`src/verilog/pfl_pkg.sv`:
```
/*
 Package for the programmable flag logic of a dual-clock FIFO: register map,
 field positions, reset values, depths and default offset tables.
 Assumes a single system clock; the FIFO's write and read clocks arrive as
 plain inputs sampled on that clock.
*/
// Overview of operation
// - Master reset loads one of eight default empty/full offset pairs from select pins.
// - Default offsets 1023 down to 3; smallest depth 511 to 3, x9 1023 to 7.
// - Fall-through mode capacity is depth plus one word for the output register.
// - Full in fall-through: first read lowers input ready; later reads raise almost/half-full.
// - Fall-through, reads only: almost-empty goes low at empty offset plus one words.
// - Fall-through: last word read raises output ready; reads while empty are ignored.
// - Output ready passes three read-clock stages, input ready two write-clock stages.
// - Load select held during master reset picks serial (high) or parallel (low) loading.
// - Offsets can be read back on the parallel output bus; no serial readback.
// - Offsets may be reprogrammed any time after master reset; values 0 to depth-1.
// - Flag timing select latched at master reset: high synchronous, low asynchronous.
// - Synchronous mode: almost-full changes on write clock, almost-empty on read clock only.
// - Asynchronous mode: almost-full falls on write clock, rises on read clock.
// - Asynchronous mode: almost-empty falls on read clock edge.
// - Fall-through: first write lowers output ready; almost-empty rises at offset plus two.
package pfl_pkg;
	localparam int PFL_OFF_W = 12;
	localparam int PFL_CNT_W = 13;
	localparam int PFL_Q_W = 18;
	localparam int PFL_ADDR_W = 8;
	localparam int PFL_IRQ_W = 4;

	localparam logic [PFL_CNT_W-1:0] PFL_DEPTH_WIDE = 13'h0800;
	localparam logic [PFL_CNT_W-1:0] PFL_DEPTH_NARROW = 13'h1000;

	localparam int PFL_IR_STAGES = 2;
	localparam int PFL_OR_STAGES = 3;
	localparam int PFL_STD_STAGES = 2;

	// Indexed by {load select, select 1, select 0}
	localparam logic [PFL_OFF_W-1:0] PFL_DEF_WIDE [0:7] = '{
		12'h07f, 12'h0ff, 12'h1ff, 12'h03f, 12'h01f, 12'h007, 12'h00f, 12'h003};
	localparam logic [PFL_OFF_W-1:0] PFL_DEF_NARROW [0:7] = '{
		12'h07f, 12'h0ff, 12'h1ff, 12'h03f, 12'h3ff, 12'h00f, 12'h01f, 12'h007};

	localparam logic [PFL_ADDR_W-1:0] PFL_REG_CONFIG = 8'h00;
	localparam logic [PFL_ADDR_W-1:0] PFL_REG_EMPTY_OFF = 8'h04;
	localparam logic [PFL_ADDR_W-1:0] PFL_REG_FULL_OFF = 8'h08;
	localparam logic [PFL_ADDR_W-1:0] PFL_REG_FLAGS = 8'h0c;
	localparam logic [PFL_ADDR_W-1:0] PFL_REG_IRQ_STAT = 8'h10;
	localparam logic [PFL_ADDR_W-1:0] PFL_REG_IRQ_MASK = 8'h14;

	localparam int PFL_CFG_SERIAL = 0;
	localparam int PFL_CFG_FALL_THROUGH_MODE = 1;
	localparam int PFL_CFG_SYNC = 2;
	localparam int PFL_CFG_NARROW = 3;

	localparam int PFL_FLG_COUNT = 0;
	localparam int PFL_FLG_PAF_N = 16;
	localparam int PFL_FLG_PAE_N = 17;
	localparam int PFL_FLG_HF_N = 18;
	localparam int PFL_FLG_IR = 19;
	localparam int PFL_FLG_OR = 20;

	localparam int PFL_IRQ_PAF = 0;
	localparam int PFL_IRQ_PAE = 1;
	localparam int PFL_IRQ_WR_REFUSED = 2;
	localparam int PFL_IRQ_RD_REFUSED = 3;

	localparam logic [1:0] PFL_RESP_OKAY = 2'h0;
	localparam logic [1:0] PFL_RESP_SLVERR = 2'h2;
	localparam logic [PFL_OFF_W-1:0] PFL_OFF_RESET = 12'h07f;
	localparam logic [PFL_IRQ_W-1:0] PFL_IRQ_RESET = 4'h0;

	typedef struct packed {
		logic wclk_q;
		logic rclk_q;
		logic cfg_serial;
		logic cfg_fall_through_mode;
		logic cfg_sync;
		logic cfg_narrow;
		logic [PFL_OFF_W-1:0] empty_off;
		logic [PFL_OFF_W-1:0] full_off;
		logic [PFL_CNT_W-1:0] count;
		logic paf_n;
		logic pae_n;
		logic hf_n;
		logic rb_sel;
		logic [PFL_Q_W-1:0] q_bus;
		logic [PFL_IRQ_W-1:0] irq_stat;
		logic [PFL_IRQ_W-1:0] irq_mask;
		logic aw_hold;
		logic [PFL_ADDR_W-1:0] aw_addr;
		logic w_hold;
		logic [31:0] w_data;
		logic [3:0] w_strb;
		logic bvalid;
		logic [1:0] bresp;
		logic rvalid;
		logic [31:0] rdata;
		logic [1:0] rresp;
	} pfl_state_t;
endpackage
```
`src/verilog/pfl_flag_logic.sv`:
```
/*
 Programmable almost-empty/almost-full and ready flag logic of a FIFO, with
 default offsets, serial or parallel offset loading, offset readback and an
 AXI4-Lite register slave with a masked interrupt.
 Assumes write and read clocks are slower than clk_i and synchronous to it;
 only the word count is kept here, the data memory lives elsewhere.
*/
// Chosen here: register access over AXI4-Lite and the register offsets.
`timescale 1ns/10ps
module pfl_flag_logic
	import pfl_pkg::*;
(
	input wire logic clk_i,
	input wire logic rst_i,
	input wire logic master_reset_pulse_i,
	input wire logic offset_load_select_i,
	input wire logic default_offset_select_0_i,
	input wire logic default_offset_select_1_i,
	input wire logic flag_timing_select_i,
	input wire logic fall_through_mode_i,
	input wire logic narrow_mode_i,
	input wire logic write_clock_i,
	input wire logic write_request_i,
	input wire logic read_clock_i,
	input wire logic read_request_i,
	input wire logic serial_load_i,
	input wire logic serial_data_i,
	input wire logic offset_readback_i,
	output logic almost_full_flag_n_o,
	output logic almost_empty_flag_n_o,
	output logic half_full_flag_n_o,
	output logic input_ready_flag_n_o,
	output logic output_ready_flag_n_o,
	output logic [PFL_Q_W-1:0] parallel_output_bus_o,
	output logic irq_o,
	input wire logic [PFL_ADDR_W-1:0] s_axi_awaddr_i,
	input wire logic s_axi_awvalid_i,
	output logic s_axi_awready_o,
	input wire logic [31:0] s_axi_wdata_i,
	input wire logic [3:0] s_axi_wstrb_i,
	input wire logic s_axi_wvalid_i,
	output logic s_axi_wready_o,
	output logic [1:0] s_axi_bresp_o,
	output logic s_axi_bvalid_o,
	input wire logic s_axi_bready_i,
	input wire logic [PFL_ADDR_W-1:0] s_axi_araddr_i,
	input wire logic s_axi_arvalid_i,
	output logic s_axi_arready_o,
	output logic [31:0] s_axi_rdata_o,
	output logic [1:0] s_axi_rresp_o,
	output logic s_axi_rvalid_o,
	input wire logic s_axi_rready_i
);
	pfl_state_t s;
	pfl_state_t next_s;

	logic wr_edge;
	logic rd_edge;
	logic do_wr;
	logic do_rd;
	logic [PFL_CNT_W-1:0] depth;
	logic [PFL_CNT_W-1:0] cap;
	logic [PFL_CNT_W:0] nc;
	logic [PFL_CNT_W:0] pae_thr;
	logic [PFL_CNT_W:0] hf_thr;
	logic paf_hit;
	logic pae_hit;
	logic empty_now;
	logic full_now;
	logic [PFL_OR_STAGES-1:0] or_stages;
	logic [PFL_IR_STAGES-1:0] ir_stages;
	logic ir_pin;
	logic or_pin;
	logic [31:0] wr_val;
	logic [PFL_IRQ_W-1:0] irq_clr;
	logic [PFL_IRQ_W-1:0] irq_ev;
	logic [31:0] empty_m;
	logic [31:0] full_m;
	logic [31:0] mask_m;

	function automatic logic pfl_mapped(input logic [PFL_ADDR_W-1:0] a);
		return (a == PFL_REG_CONFIG) || (a == PFL_REG_EMPTY_OFF) ||
			(a == PFL_REG_FULL_OFF) || (a == PFL_REG_FLAGS) ||
			(a == PFL_REG_IRQ_STAT) || (a == PFL_REG_IRQ_MASK);
	endfunction

	function automatic logic [31:0] pfl_merge(input logic [31:0] old_v,
		input logic [31:0] new_v, input logic [3:0] strb);
		logic [31:0] res;
		res = old_v;
		for (int b = 0; b < 4; b++) begin
			if (strb[b]) begin
				res[8*b +: 8] = new_v[8*b +: 8];
			end
		end
		return res;
	endfunction

	function automatic logic [PFL_OFF_W-1:0] pfl_default(input logic [2:0] sel,
		input logic narrow);
		return narrow ? PFL_DEF_NARROW[sel] : PFL_DEF_WIDE[sel];
	endfunction

	// Ready flags are the raw empty/full conditions delayed on their own port clocks
	pfl_flag_pipe #(
		.STAGES(PFL_OR_STAGES),
		.RESET_VAL(1'b1)
	) u_or_pipe (
		.clk_i(clk_i),
		.rst_i(rst_i),
		.clear_i(master_reset_pulse_i),
		.shift_i(rd_edge),
		.d_i(empty_now),
		.stages_o(or_stages)
	);

	pfl_flag_pipe #(
		.STAGES(PFL_IR_STAGES),
		.RESET_VAL(1'b0)
	) u_ir_pipe (
		.clk_i(clk_i),
		.rst_i(rst_i),
		.clear_i(master_reset_pulse_i),
		.shift_i(wr_edge),
		.d_i(full_now),
		.stages_o(ir_stages)
	);

	// Fall-through: ready flags are active low; standard mode shows active-low full/empty
	assign or_pin = s.cfg_fall_through_mode ? or_stages[PFL_OR_STAGES-1] :
		~or_stages[PFL_STD_STAGES-1];
	assign ir_pin = s.cfg_fall_through_mode ? ir_stages[PFL_IR_STAGES-1] :
		~ir_stages[PFL_STD_STAGES-1];

	always_comb begin
		next_s = s;
		irq_clr = '0;
		irq_ev = '0;
		wr_val = pfl_merge(32'h0000_0000, s.w_data, s.w_strb);
		empty_m = pfl_merge({20'h0_0000, s.empty_off}, s.w_data, s.w_strb);
		full_m = pfl_merge({20'h0_0000, s.full_off}, s.w_data, s.w_strb);
		mask_m = pfl_merge({28'h000_0000, s.irq_mask}, s.w_data, s.w_strb);

		wr_edge = write_clock_i & ~s.wclk_q;
		rd_edge = read_clock_i & ~s.rclk_q;
		next_s.wclk_q = write_clock_i;
		next_s.rclk_q = read_clock_i;

		depth = s.cfg_narrow ? PFL_DEPTH_NARROW : PFL_DEPTH_WIDE;
		// Output register adds one word of capacity in fall-through mode
		cap = s.cfg_fall_through_mode ? depth + 13'h0001 : depth;
		do_wr = wr_edge & write_request_i & (s.count != cap);
		do_rd = rd_edge & read_request_i & (s.count != 13'h0000);
		nc = {1'b0, s.count} + {13'h0000, do_wr} - {13'h0000, do_rd};
		next_s.count = nc[PFL_CNT_W-1:0];
		empty_now = (nc == 14'h0000);
		full_now = (nc == {1'b0, cap});

		pae_thr = {2'h0, s.empty_off} + (s.cfg_fall_through_mode ? 14'h0001 : 14'h0000);
		hf_thr = {2'h0, depth[PFL_CNT_W-1:1]} + (s.cfg_fall_through_mode ? 14'h0002 : 14'h0001);
		// Below threshold at offset+1 words, above from offset+2 in fall-through
		pae_hit = (nc <= pae_thr);
		// Compare as count + m >= capacity so a large offset cannot underflow
		paf_hit = ((nc + {2'h0, s.full_off}) >= {1'b0, cap});

		if (s.cfg_sync) begin
			if (wr_edge) begin
				next_s.paf_n = ~paf_hit;
			end
			if (rd_edge) begin
				next_s.pae_n = ~pae_hit;
			end
		end else begin
			if (wr_edge && paf_hit) begin
				next_s.paf_n = 1'b0;
			end
			if (rd_edge && !paf_hit) begin
				next_s.paf_n = 1'b1;
			end
			if (rd_edge && pae_hit) begin
				next_s.pae_n = 1'b0;
			end
			if (wr_edge && !pae_hit) begin
				next_s.pae_n = 1'b1;
			end
		end
		next_s.hf_n = ~(nc >= hf_thr);

		irq_ev[PFL_IRQ_PAF] = s.paf_n & ~next_s.paf_n;
		irq_ev[PFL_IRQ_PAE] = s.pae_n & ~next_s.pae_n;
		irq_ev[PFL_IRQ_WR_REFUSED] = wr_edge & write_request_i & (s.count == cap);
		irq_ev[PFL_IRQ_RD_REFUSED] = rd_edge & read_request_i & (s.count == 13'h0000);

		// Serial loading shifts empty offset first, LSB first, then full offset
		if (s.cfg_serial && serial_load_i) begin
			{next_s.full_off, next_s.empty_off} = {serial_data_i,
				s.full_off, s.empty_off[PFL_OFF_W-1:1]};
		end

		// Readback pulses present one offset each in turn: the empty offset first, then the full offset
		if (offset_readback_i) begin
			next_s.q_bus = {6'h00, s.rb_sel ? s.full_off : s.empty_off};
			next_s.rb_sel = ~s.rb_sel;
		end

		if (s_axi_awvalid_i && s_axi_awready_o) begin
			next_s.aw_hold = 1'b1;
			next_s.aw_addr = s_axi_awaddr_i;
		end
		if (s_axi_wvalid_i && s_axi_wready_o) begin
			next_s.w_hold = 1'b1;
			next_s.w_data = s_axi_wdata_i;
			next_s.w_strb = s_axi_wstrb_i;
		end
		if (s.aw_hold && s.w_hold) begin
			next_s.aw_hold = 1'b0;
			next_s.w_hold = 1'b0;
			next_s.bvalid = 1'b1;
			next_s.bresp = pfl_mapped(s.aw_addr) ? PFL_RESP_OKAY : PFL_RESP_SLVERR;
			unique case (s.aw_addr)
				PFL_REG_EMPTY_OFF: begin
					// Parallel loading is the software path; ignored in serial mode
					if (!s.cfg_serial) begin
						next_s.empty_off = empty_m[PFL_OFF_W-1:0];
					end
				end
				PFL_REG_FULL_OFF: begin
					if (!s.cfg_serial) begin
						next_s.full_off = full_m[PFL_OFF_W-1:0];
					end
				end
				PFL_REG_IRQ_STAT: begin
					irq_clr = wr_val[PFL_IRQ_W-1:0];
				end
				PFL_REG_IRQ_MASK: begin
					next_s.irq_mask = mask_m[PFL_IRQ_W-1:0];
				end
				default: begin
				end
			endcase
		end
		if (s.bvalid && s_axi_bready_i) begin
			next_s.bvalid = 1'b0;
		end

		if (s_axi_arvalid_i && s_axi_arready_o) begin
			next_s.rvalid = 1'b1;
			next_s.rresp = pfl_mapped(s_axi_araddr_i) ? PFL_RESP_OKAY : PFL_RESP_SLVERR;
			next_s.rdata = 32'h0000_0000;
			unique case (s_axi_araddr_i)
				PFL_REG_CONFIG: begin
					next_s.rdata[PFL_CFG_SERIAL] = s.cfg_serial;
					next_s.rdata[PFL_CFG_FALL_THROUGH_MODE] = s.cfg_fall_through_mode;
					next_s.rdata[PFL_CFG_SYNC] = s.cfg_sync;
					next_s.rdata[PFL_CFG_NARROW] = s.cfg_narrow;
				end
				PFL_REG_EMPTY_OFF: next_s.rdata[PFL_OFF_W-1:0] = s.empty_off;
				PFL_REG_FULL_OFF: next_s.rdata[PFL_OFF_W-1:0] = s.full_off;
				PFL_REG_FLAGS: begin
					next_s.rdata[PFL_FLG_COUNT +: PFL_CNT_W] = s.count;
					next_s.rdata[PFL_FLG_PAF_N] = s.paf_n;
					next_s.rdata[PFL_FLG_PAE_N] = s.pae_n;
					next_s.rdata[PFL_FLG_HF_N] = s.hf_n;
					next_s.rdata[PFL_FLG_IR] = ir_pin;
					next_s.rdata[PFL_FLG_OR] = or_pin;
				end
				PFL_REG_IRQ_STAT: next_s.rdata[PFL_IRQ_W-1:0] = s.irq_stat;
				PFL_REG_IRQ_MASK: next_s.rdata[PFL_IRQ_W-1:0] = s.irq_mask;
				default: begin
				end
			endcase
		end else if (s.rvalid && s_axi_rready_i) begin
			next_s.rvalid = 1'b0;
		end

		// A new event wins over a clear in the same cycle
		next_s.irq_stat = (s.irq_stat & ~irq_clr) | irq_ev;

		// Master reset empties the FIFO and captures the configuration straps
		if (master_reset_pulse_i) begin
			next_s.cfg_serial = offset_load_select_i;
			next_s.cfg_sync = flag_timing_select_i;
			next_s.cfg_fall_through_mode = fall_through_mode_i;
			next_s.cfg_narrow = narrow_mode_i;
			next_s.empty_off = pfl_default({offset_load_select_i, default_offset_select_1_i,
				default_offset_select_0_i}, narrow_mode_i);
			next_s.full_off = next_s.empty_off;
			next_s.count = 13'h0000;
			next_s.paf_n = 1'b1;
			next_s.pae_n = 1'b0;
			next_s.hf_n = 1'b1;
			next_s.rb_sel = 1'b0;
		end
	end

	always_ff @(posedge clk_i or posedge rst_i) begin
		if (rst_i) begin
			s <= '0;
			s.empty_off <= PFL_OFF_RESET;
			s.full_off <= PFL_OFF_RESET;
			s.paf_n <= 1'b1;
			s.hf_n <= 1'b1;
			s.irq_stat <= PFL_IRQ_RESET;
			s.irq_mask <= PFL_IRQ_RESET;
		end else begin
			s <= next_s;
		end
	end

	assign almost_full_flag_n_o = s.paf_n;
	assign almost_empty_flag_n_o = s.pae_n;
	assign half_full_flag_n_o = s.hf_n;
	assign input_ready_flag_n_o = ir_pin;
	assign output_ready_flag_n_o = or_pin;
	assign parallel_output_bus_o = s.q_bus;
	assign irq_o = |(s.irq_stat & s.irq_mask);

	assign s_axi_awready_o = ~s.aw_hold & ~s.bvalid;
	assign s_axi_wready_o = ~s.w_hold & ~s.bvalid;
	assign s_axi_bvalid_o = s.bvalid;
	assign s_axi_bresp_o = s.bresp;
	assign s_axi_arready_o = ~s.rvalid;
	assign s_axi_rvalid_o = s.rvalid;
	assign s_axi_rdata_o = s.rdata;
	assign s_axi_rresp_o = s.rresp;
endmodule

```
`src/verilog/pfl_flag_pipe.sv`:
```
/*
 Register stage chain for a status flag; shifts only on the enable,
 which marks a rising edge of the FIFO port clock that owns the flag.
 Assumes enable and clear are synchronous to clk_i.
*/
`timescale 1ns/10ps
module pfl_flag_pipe #(
	parameter int STAGES = 2,
	parameter logic RESET_VAL = 1'b0
) (
	input wire logic clk_i,
	input wire logic rst_i,
	input wire logic clear_i,
	input wire logic shift_i,
	input wire logic d_i,
	output logic [STAGES-1:0] stages_o
);
	logic [STAGES-1:0] stages;
	logic [STAGES-1:0] next_stages;
	logic [STAGES-1:0] chain_in;

	assign chain_in[0] = d_i;
	genvar gi;
	generate
		for (gi = 1; gi < STAGES; gi++) begin : g_chain
			assign chain_in[gi] = stages[gi-1];
		end
	endgenerate

	always_comb begin
		next_stages = stages;
		if (clear_i) begin
			next_stages = {STAGES{RESET_VAL}};
		end else if (shift_i) begin
			next_stages = chain_in;
		end
	end

	always_ff @(posedge clk_i or posedge rst_i) begin
		if (rst_i) begin
			stages <= {STAGES{RESET_VAL}};
		end else begin
			stages <= next_stages;
		end
	end

	assign stages_o = stages;
endmodule

```
`config.mk`:
```
export PLATFORM = sky130hd
export DESIGN_NAME = pfl_flag_logic
export DESIGN_NICKNAME = d
export VERILOG_FILES = /design/src/verilog/pfl_pkg.sv /design/src/verilog/pfl_flag_logic.sv /design/src/verilog/pfl_flag_pipe.sv
export SDC_FILE = /design/constraint.sdc
export NUM_CORES = 1
export LEC_CHECK = 0
export BUFFER_PORTS_ARGS = -buffer_cell sky130_fd_sc_hd__buf_2
export CORE_MARGIN = 2
export CORE_UTILIZATION = 58
export DETAILED_ROUTE_END_ITERATION = 10
export GPL_TIMING_DRIVEN = 0
export PLACE_DENSITY = 0.86
export SYNTH_ARGS = -nofsm -noshare
export SYNTH_HDL_FRONTEND = slang
export SYNTH_SLANG_ARGS = --single-unit
```
`constraint.sdc`:
```
create_clock -name clk_i -period 6.9 [get_ports clk_i]
set_input_delay 0 -clock clk_i [delete_from_list [all_inputs] [get_ports clk_i]]
set_output_delay 0 -clock clk_i [all_outputs]
set_load 0.02 [all_outputs]
```
### After elaboration in Yosys (flattened, before gate mapping)

Memory sizes are Yosys's and may differ from the RTL's.
Index checks and enable logic that the tools add are counted.

* logic and storage cells: 177
* register bits after elaboration: 142
* memories: 2
* ROM bits: 192

* magnitude comparators: 4
* muxes and demuxes: 50
* equality and inequality tests: 17
* bitwise operators: 31
* reduce and logical (&&, ||, !) cells: 37
* $add $sub $neg: 6

Memories
* (no name shown): words 8, bits a word 12, read ports 1, clocked after memory_dff 0, wr ports 0, line pfl_flag_logic.sv:101 `return narrow ? PFL_DEF_NARROW[sel] : PFL_DEF_WIDE[sel];`
* (no name shown): words 8, bits a word 12, read ports 1, clocked after memory_dff 0, wr ports 0, line pfl_flag_logic.sv:101

Operators with widths (count)
* 2-to-1 mux 12 bit: 10
* 2-to-1 mux 24 bit: 2
* 2-to-1 mux 41 bit: 1
* 2-to-1 mux 37 bit: 1
* equality test 8 x 4 -> 1 bit, second input constant: 4
* equality test 8 x 5 -> 1 bit, second input constant: 4
* >= comparator 14 x 13 -> 1 bit: 2
* 2-to-1 mux 13 bit: 2
* one-hot mux 4 bit (6 select lines): 1
* one-hot mux 8 bit (3 select lines): 1
* != test 5 bit, second input constant: 4
* 2-to-1 mux 19 bit: 1
* equality test 8 x 3 -> 1 bit, second input constant: 2
* logical NOT 8 bit: 2
* 2-to-1 mux 4 bit: 4
* 2-to-1 mux 1 bit: 15
* adder 13 x 1 -> 14 bit: 1
* adder 14 x 12 -> 14 bit: 1
* equality test 14 x 13 -> 1 bit: 1
* <= comparator 14 x 13 -> 1 bit: 1
* logical NOT 14 bit: 1
* inverter 1 bit: 14
* nonzero test 2 bit: 7
* subtractor 14 x 1 -> 14 bit: 1
* 23 further kinds: 62

### Longest topological paths before layout

* depth after elaboration: 16
* mapped depth: 33
* mapped depth without buffers: 33

### By module

A second synthesis with hierarchy kept.

* cell total of the unflattened synthesis: 908
* area total of the unflattened synthesis: 8152.8 µm²

Modules (own cells, without submodules)
* pfl_flag_logic: cells each 891, times used 1, area each 7943.9 µm²
* pfl_flag_pipe at u_or_pipe: cells each 10, times used 1, area each 127.6 µm²
* pfl_flag_pipe at u_ir_pipe: cells each 7, times used 1, area each 81.3 µm²

### Worst setup path after synthesis

OpenSTA, ideal clock, no wires.

* path type: register to register
* start: reg s[151] in the netlist's numbering
* end: reg s[88] in the netlist's numbering
* cell stages (with the launch flop): 33
* clock period less this slack: 5.940 ns
* buffers on the path: 0
* arrival: 5.807 ns
* path slack: 0.960 ns
* path through: dfrtp_1 inv_1 nor3_1 a21oi_1 or4_1 nand3_1 ha_1 inv_1 ha_1 inv_1 fa_1 and2b_1 o21a_1 a21oi_1 nor2_1 nor2_1 xnor2_1 ha_1 or3_1 o221ai_1 nand2b_1 a21o_1 a21oi_1 o21ai_0 xor2_1 ha_1 nor4_1 o31ai_1 nor4_1 o2111ai_1 o32a_1 a32oi_1 o211ai_1

RTL lines
* from (decl): line pfl_flag_logic.sv:54 `pfl_state_t s;`
* from (signal assigned): line pfl_flag_logic.sv:306 `s <= next_s;`

==> results.sh <==
export IMPL_dp_hpwl_um=17400
export IMPL_synth_distinct_cells=80
export IMPL_avgSynthCellArea_um2=8.85
export IMPL_io_pins=138
export IMPL_cp_max_fo=4
export IMPL_setup_worst_path_class="register to register"
export IMPL_cp_start_kind="register"
export IMPL_antenna_found_initial=0
export IMPL_start_util=0.588
export IMPL_grt_pass1_vias=7666
export IMPL_critPathRequiredTime_ns=7.19
export IMPL_power_switching_mw=2.11
export IMPL_dieArea_um2=15600
export IMPL_wl_per_cell_um=19.3
export IMPL_ir_worst_vdd_mv=0.261
export IMPL_clock_sinks=118
export IMPL_clk_latency_ns=0.43
export IMPL_cts_buffers=17
export IMPL_setup_violations=0
export IMPL_grt_overflow_total=0
export IMPL_max_clock_freq_ghz=0.153
export IMPL_crit_slowest_cell="o32a_1"
export IMPL_cts_root_buf="clkbuf_16"
export IMPL_hold_path_class="input pin to register"
export IMPL_status="completed"
export IMPL_clockBufferDepth=2
export IMPL_tightest_slew_ns=1.41
export IMPL_postSynthCellCount=958
export IMPL_htree_levels=4
export IMPL_final_cells=1329
export IMPL_synth_edf_count=0
export IMPL_p_int_mw=2.62
export IMPL_hold_viol=0
export IMPL_end_kind="register"
export IMPL_rows=44
export IMPL_synth_top_cell_by_area="dfrtp_1"
export IMPL_total_power_mw=4.74
export IMPL_grt_usage=0.326
export IMPL_dp_cells=1254
export IMPL_die_w_um=125
export IMPL_netlist_area_leader_share=0.292
export IMPL_areaGrowthSynthToFinish_pct=22.0
export IMPL_finClkSkew_ns=0.00808
export IMPL_seq_power_share=0.223
export IMPL_yosysMostFrequentCell="nand2_1"
export IMPL_grt_pass1_wl_um=40200
export IMPL_cp_arrival_ns=6.82
export IMPL_ys_seq_elements=118
export IMPL_p_sw_frac=0.446
export IMPL_synth_ff_type="dfrtp_1"
export IMPL_slew_headroom=0.0524
export IMPL_syn_area_um2=8470
export IMPL_yosys_warnings=0
export IMPL_drtIter0Drc=948
export IMPL_max_cap_viol_count=0
export IMPL_drive_above_1_share=0.239
export IMPL_min_period_ns=6.53
export IMPL_pwr_density_cell_nw_per_um2=458
export IMPL_vias=8078
export IMPL_clk_pin_slew_ns=0.06
export IMPL_antenna_left=0
export IMPL_clkPwrFrac=0.185
export IMPL_core_um2=14400
export IMPL_drtPass1Iterations=5
export IMPL_synth_yosys_seq_area_share=0.351
export IMPL_async_flop_share=1.00
export IMPL_nets=1264
export IMPL_synth_area_leaders="dfrtp_1 (29%), ha_1 (8.3%), dfstp_2 (5.9%), nand2_1 (4.9%), buf_4 (4.8%)"
export IMPL_cpMostUsedCell="nor2_1"
export IMPL_synth_common_cells="nand2_1 (111), dfrtp_1 (99), nor2_1 (74), o21ai_0 (58)"
export IMPL_vias_per_cell=6.08
export IMPL_grt_max_degree=71
export IMPL_post_route_period_util=0.946
export IMPL_drv_slew=0
export IMPL_globalplace_congestion=0.941
export IMPL_drc=0
export IMPL_antennaDiodeCount=0
export IMPL_slowest_delay_ns=0.46
export IMPL_cts_tree="yes"
export IMPL_routed_wl_um=25700
export IMPL_die_y_um=125
export IMPL_port_buffers=90
export IMPL_p_comb_frac=0.591
export IMPL_p_leak_nw=4.76
[path summary, 6_finish.rpt]
| path | cells past startpoint | startpoint | endpoint | slack, ns |
|---|---|---|---|---|
| worst max-delay path | 32 | s[117] | s[88] | 0.37 |
| worst min-delay path | 4 | serial_load_i | s[134] | 0.05 |
| worst max register to register | 32 | s[117] | s[88] | 0.37 |
| worst min register to register | 2 | s_axi_rdata_o[19] | s_axi_rdata_o[19] | 0.48 |
| max in group asynchronous | 4 | rst_i | s[145] | 5.86 |
| min in group asynchronous | 3 | rst_i | parallel_output_bus_o[0] | 0.25 |
[kinds of logic after synthesis]
family / Yosys count / synth area share
buffers and inverters: 145 / 0.0911
other: 1 / 0.000443
multiplexers: 64 / 0.0802
XOR/XNOR: 25 / 0.0267
AO/OA/AOI/OAI: 228 / 0.181
adder cells (fa/ha/maj): 58 / 0.0874
AND/OR/NAND/NOR: 319 / 0.182
flip-flops: 118 / 0.351
[cell usage in the layout (no fill, tap or decap), types with 41 or more instances in the layout]
cell	count
a21oi_1	55
buf_2	93
buf_4	62
clkbuf_1	41
dfrtp_1	97
ha_1	52
inv_1	43
nand2_1	111
nand3_1	43
nor2_1	74
o21ai_0	57
[registers in the layout, indices dropped and copies added, names as in the netlist]
signal	cells
almost_empty_flag_n_o	1
almost_full_flag_n_o	1
half_full_flag_n_o	1
parallel_output_bus_o	12
s	76
s_axi_bresp_o	1
s_axi_bvalid_o	1
s_axi_rdata_o	18
s_axi_rresp_o	1
s_axi_rvalid_o	1
u_ir_pipe.stages_o	2
u_or_pipe.stages_o	3
[through the flow]
step	utilization	setup WS (ns)	TNS, ns	hold WS (ns)	cell area (um2)
2_1_floorplan	-	0.960	0	0.0314	8550
3_3_place_gp	0.640	-0.101	-0.101	0.131	9230
3_5_place_dp	0.642	-0.0999	-0.0999	0.119	9260
4_1_cts	0.708	0.0351	0	0.0285	10200
5_1_grt	0.717	-0.113	-0.113	0.0877	10300
6_report	0.717	0.370	0	0.0546	10300
[layout make-up]
type | count | area, um2
plain buffers | 99 | 599
multi-input cells | 716 | 4880
fillers | 1036 | 4090
repair buffers | 135 | 898
well taps | 184 | 230
clock inverters | 9 | 129
flip-flops and latches | 118 | 2980
inverters | 46 | 175
clock buffers | 22 | 444
[repair_timing]
item | in CTS | in global routing
buffers inserted | 0 | 8
hold endpoints to repair | 80 | 0
cloned | 0 | 0
hold buffers | 36 | 0
resized for setup | 4 | 17
setup endpoints to repair | 1 | 2
pin swaps | 0 | 9
[worst max-delay path, delay by kind of cell, from the launching register on]
family	cells	cell delay [ns]
adders and majority gates	6	1.27
AOI/OAI and AO/OA	9	2.02
and+or+nand+nor	11	2.09
xor gates and xnor gates	2	0.22
buffers and inverters	4	0.37
DFF	1	0.41
[power by group through the flow]
stage,sequential [mW],clock [mW],combinational (mW)
after floorplan,0.986,0,2.00
after global placement,1.04,0,2.49
after detailed placement,1.05,0,2.56
after CTS,1.04,0.871,2.62
after global routing,1.06,0.910,3.07
final,1.06,0.878,2.80
[routing by layer]
metal	vias to the layer above	share of wire	wire, um	track usage
met5	-	0	0	0
met1	3757	0.39	9950	0.402
li1	3687	-	-	-
met3	138	0.10	2600	0.0902
met4	0	0.051	1310	0.162
met2	496	0.46	11800	0.527
(Power assumes the default switching activity.)
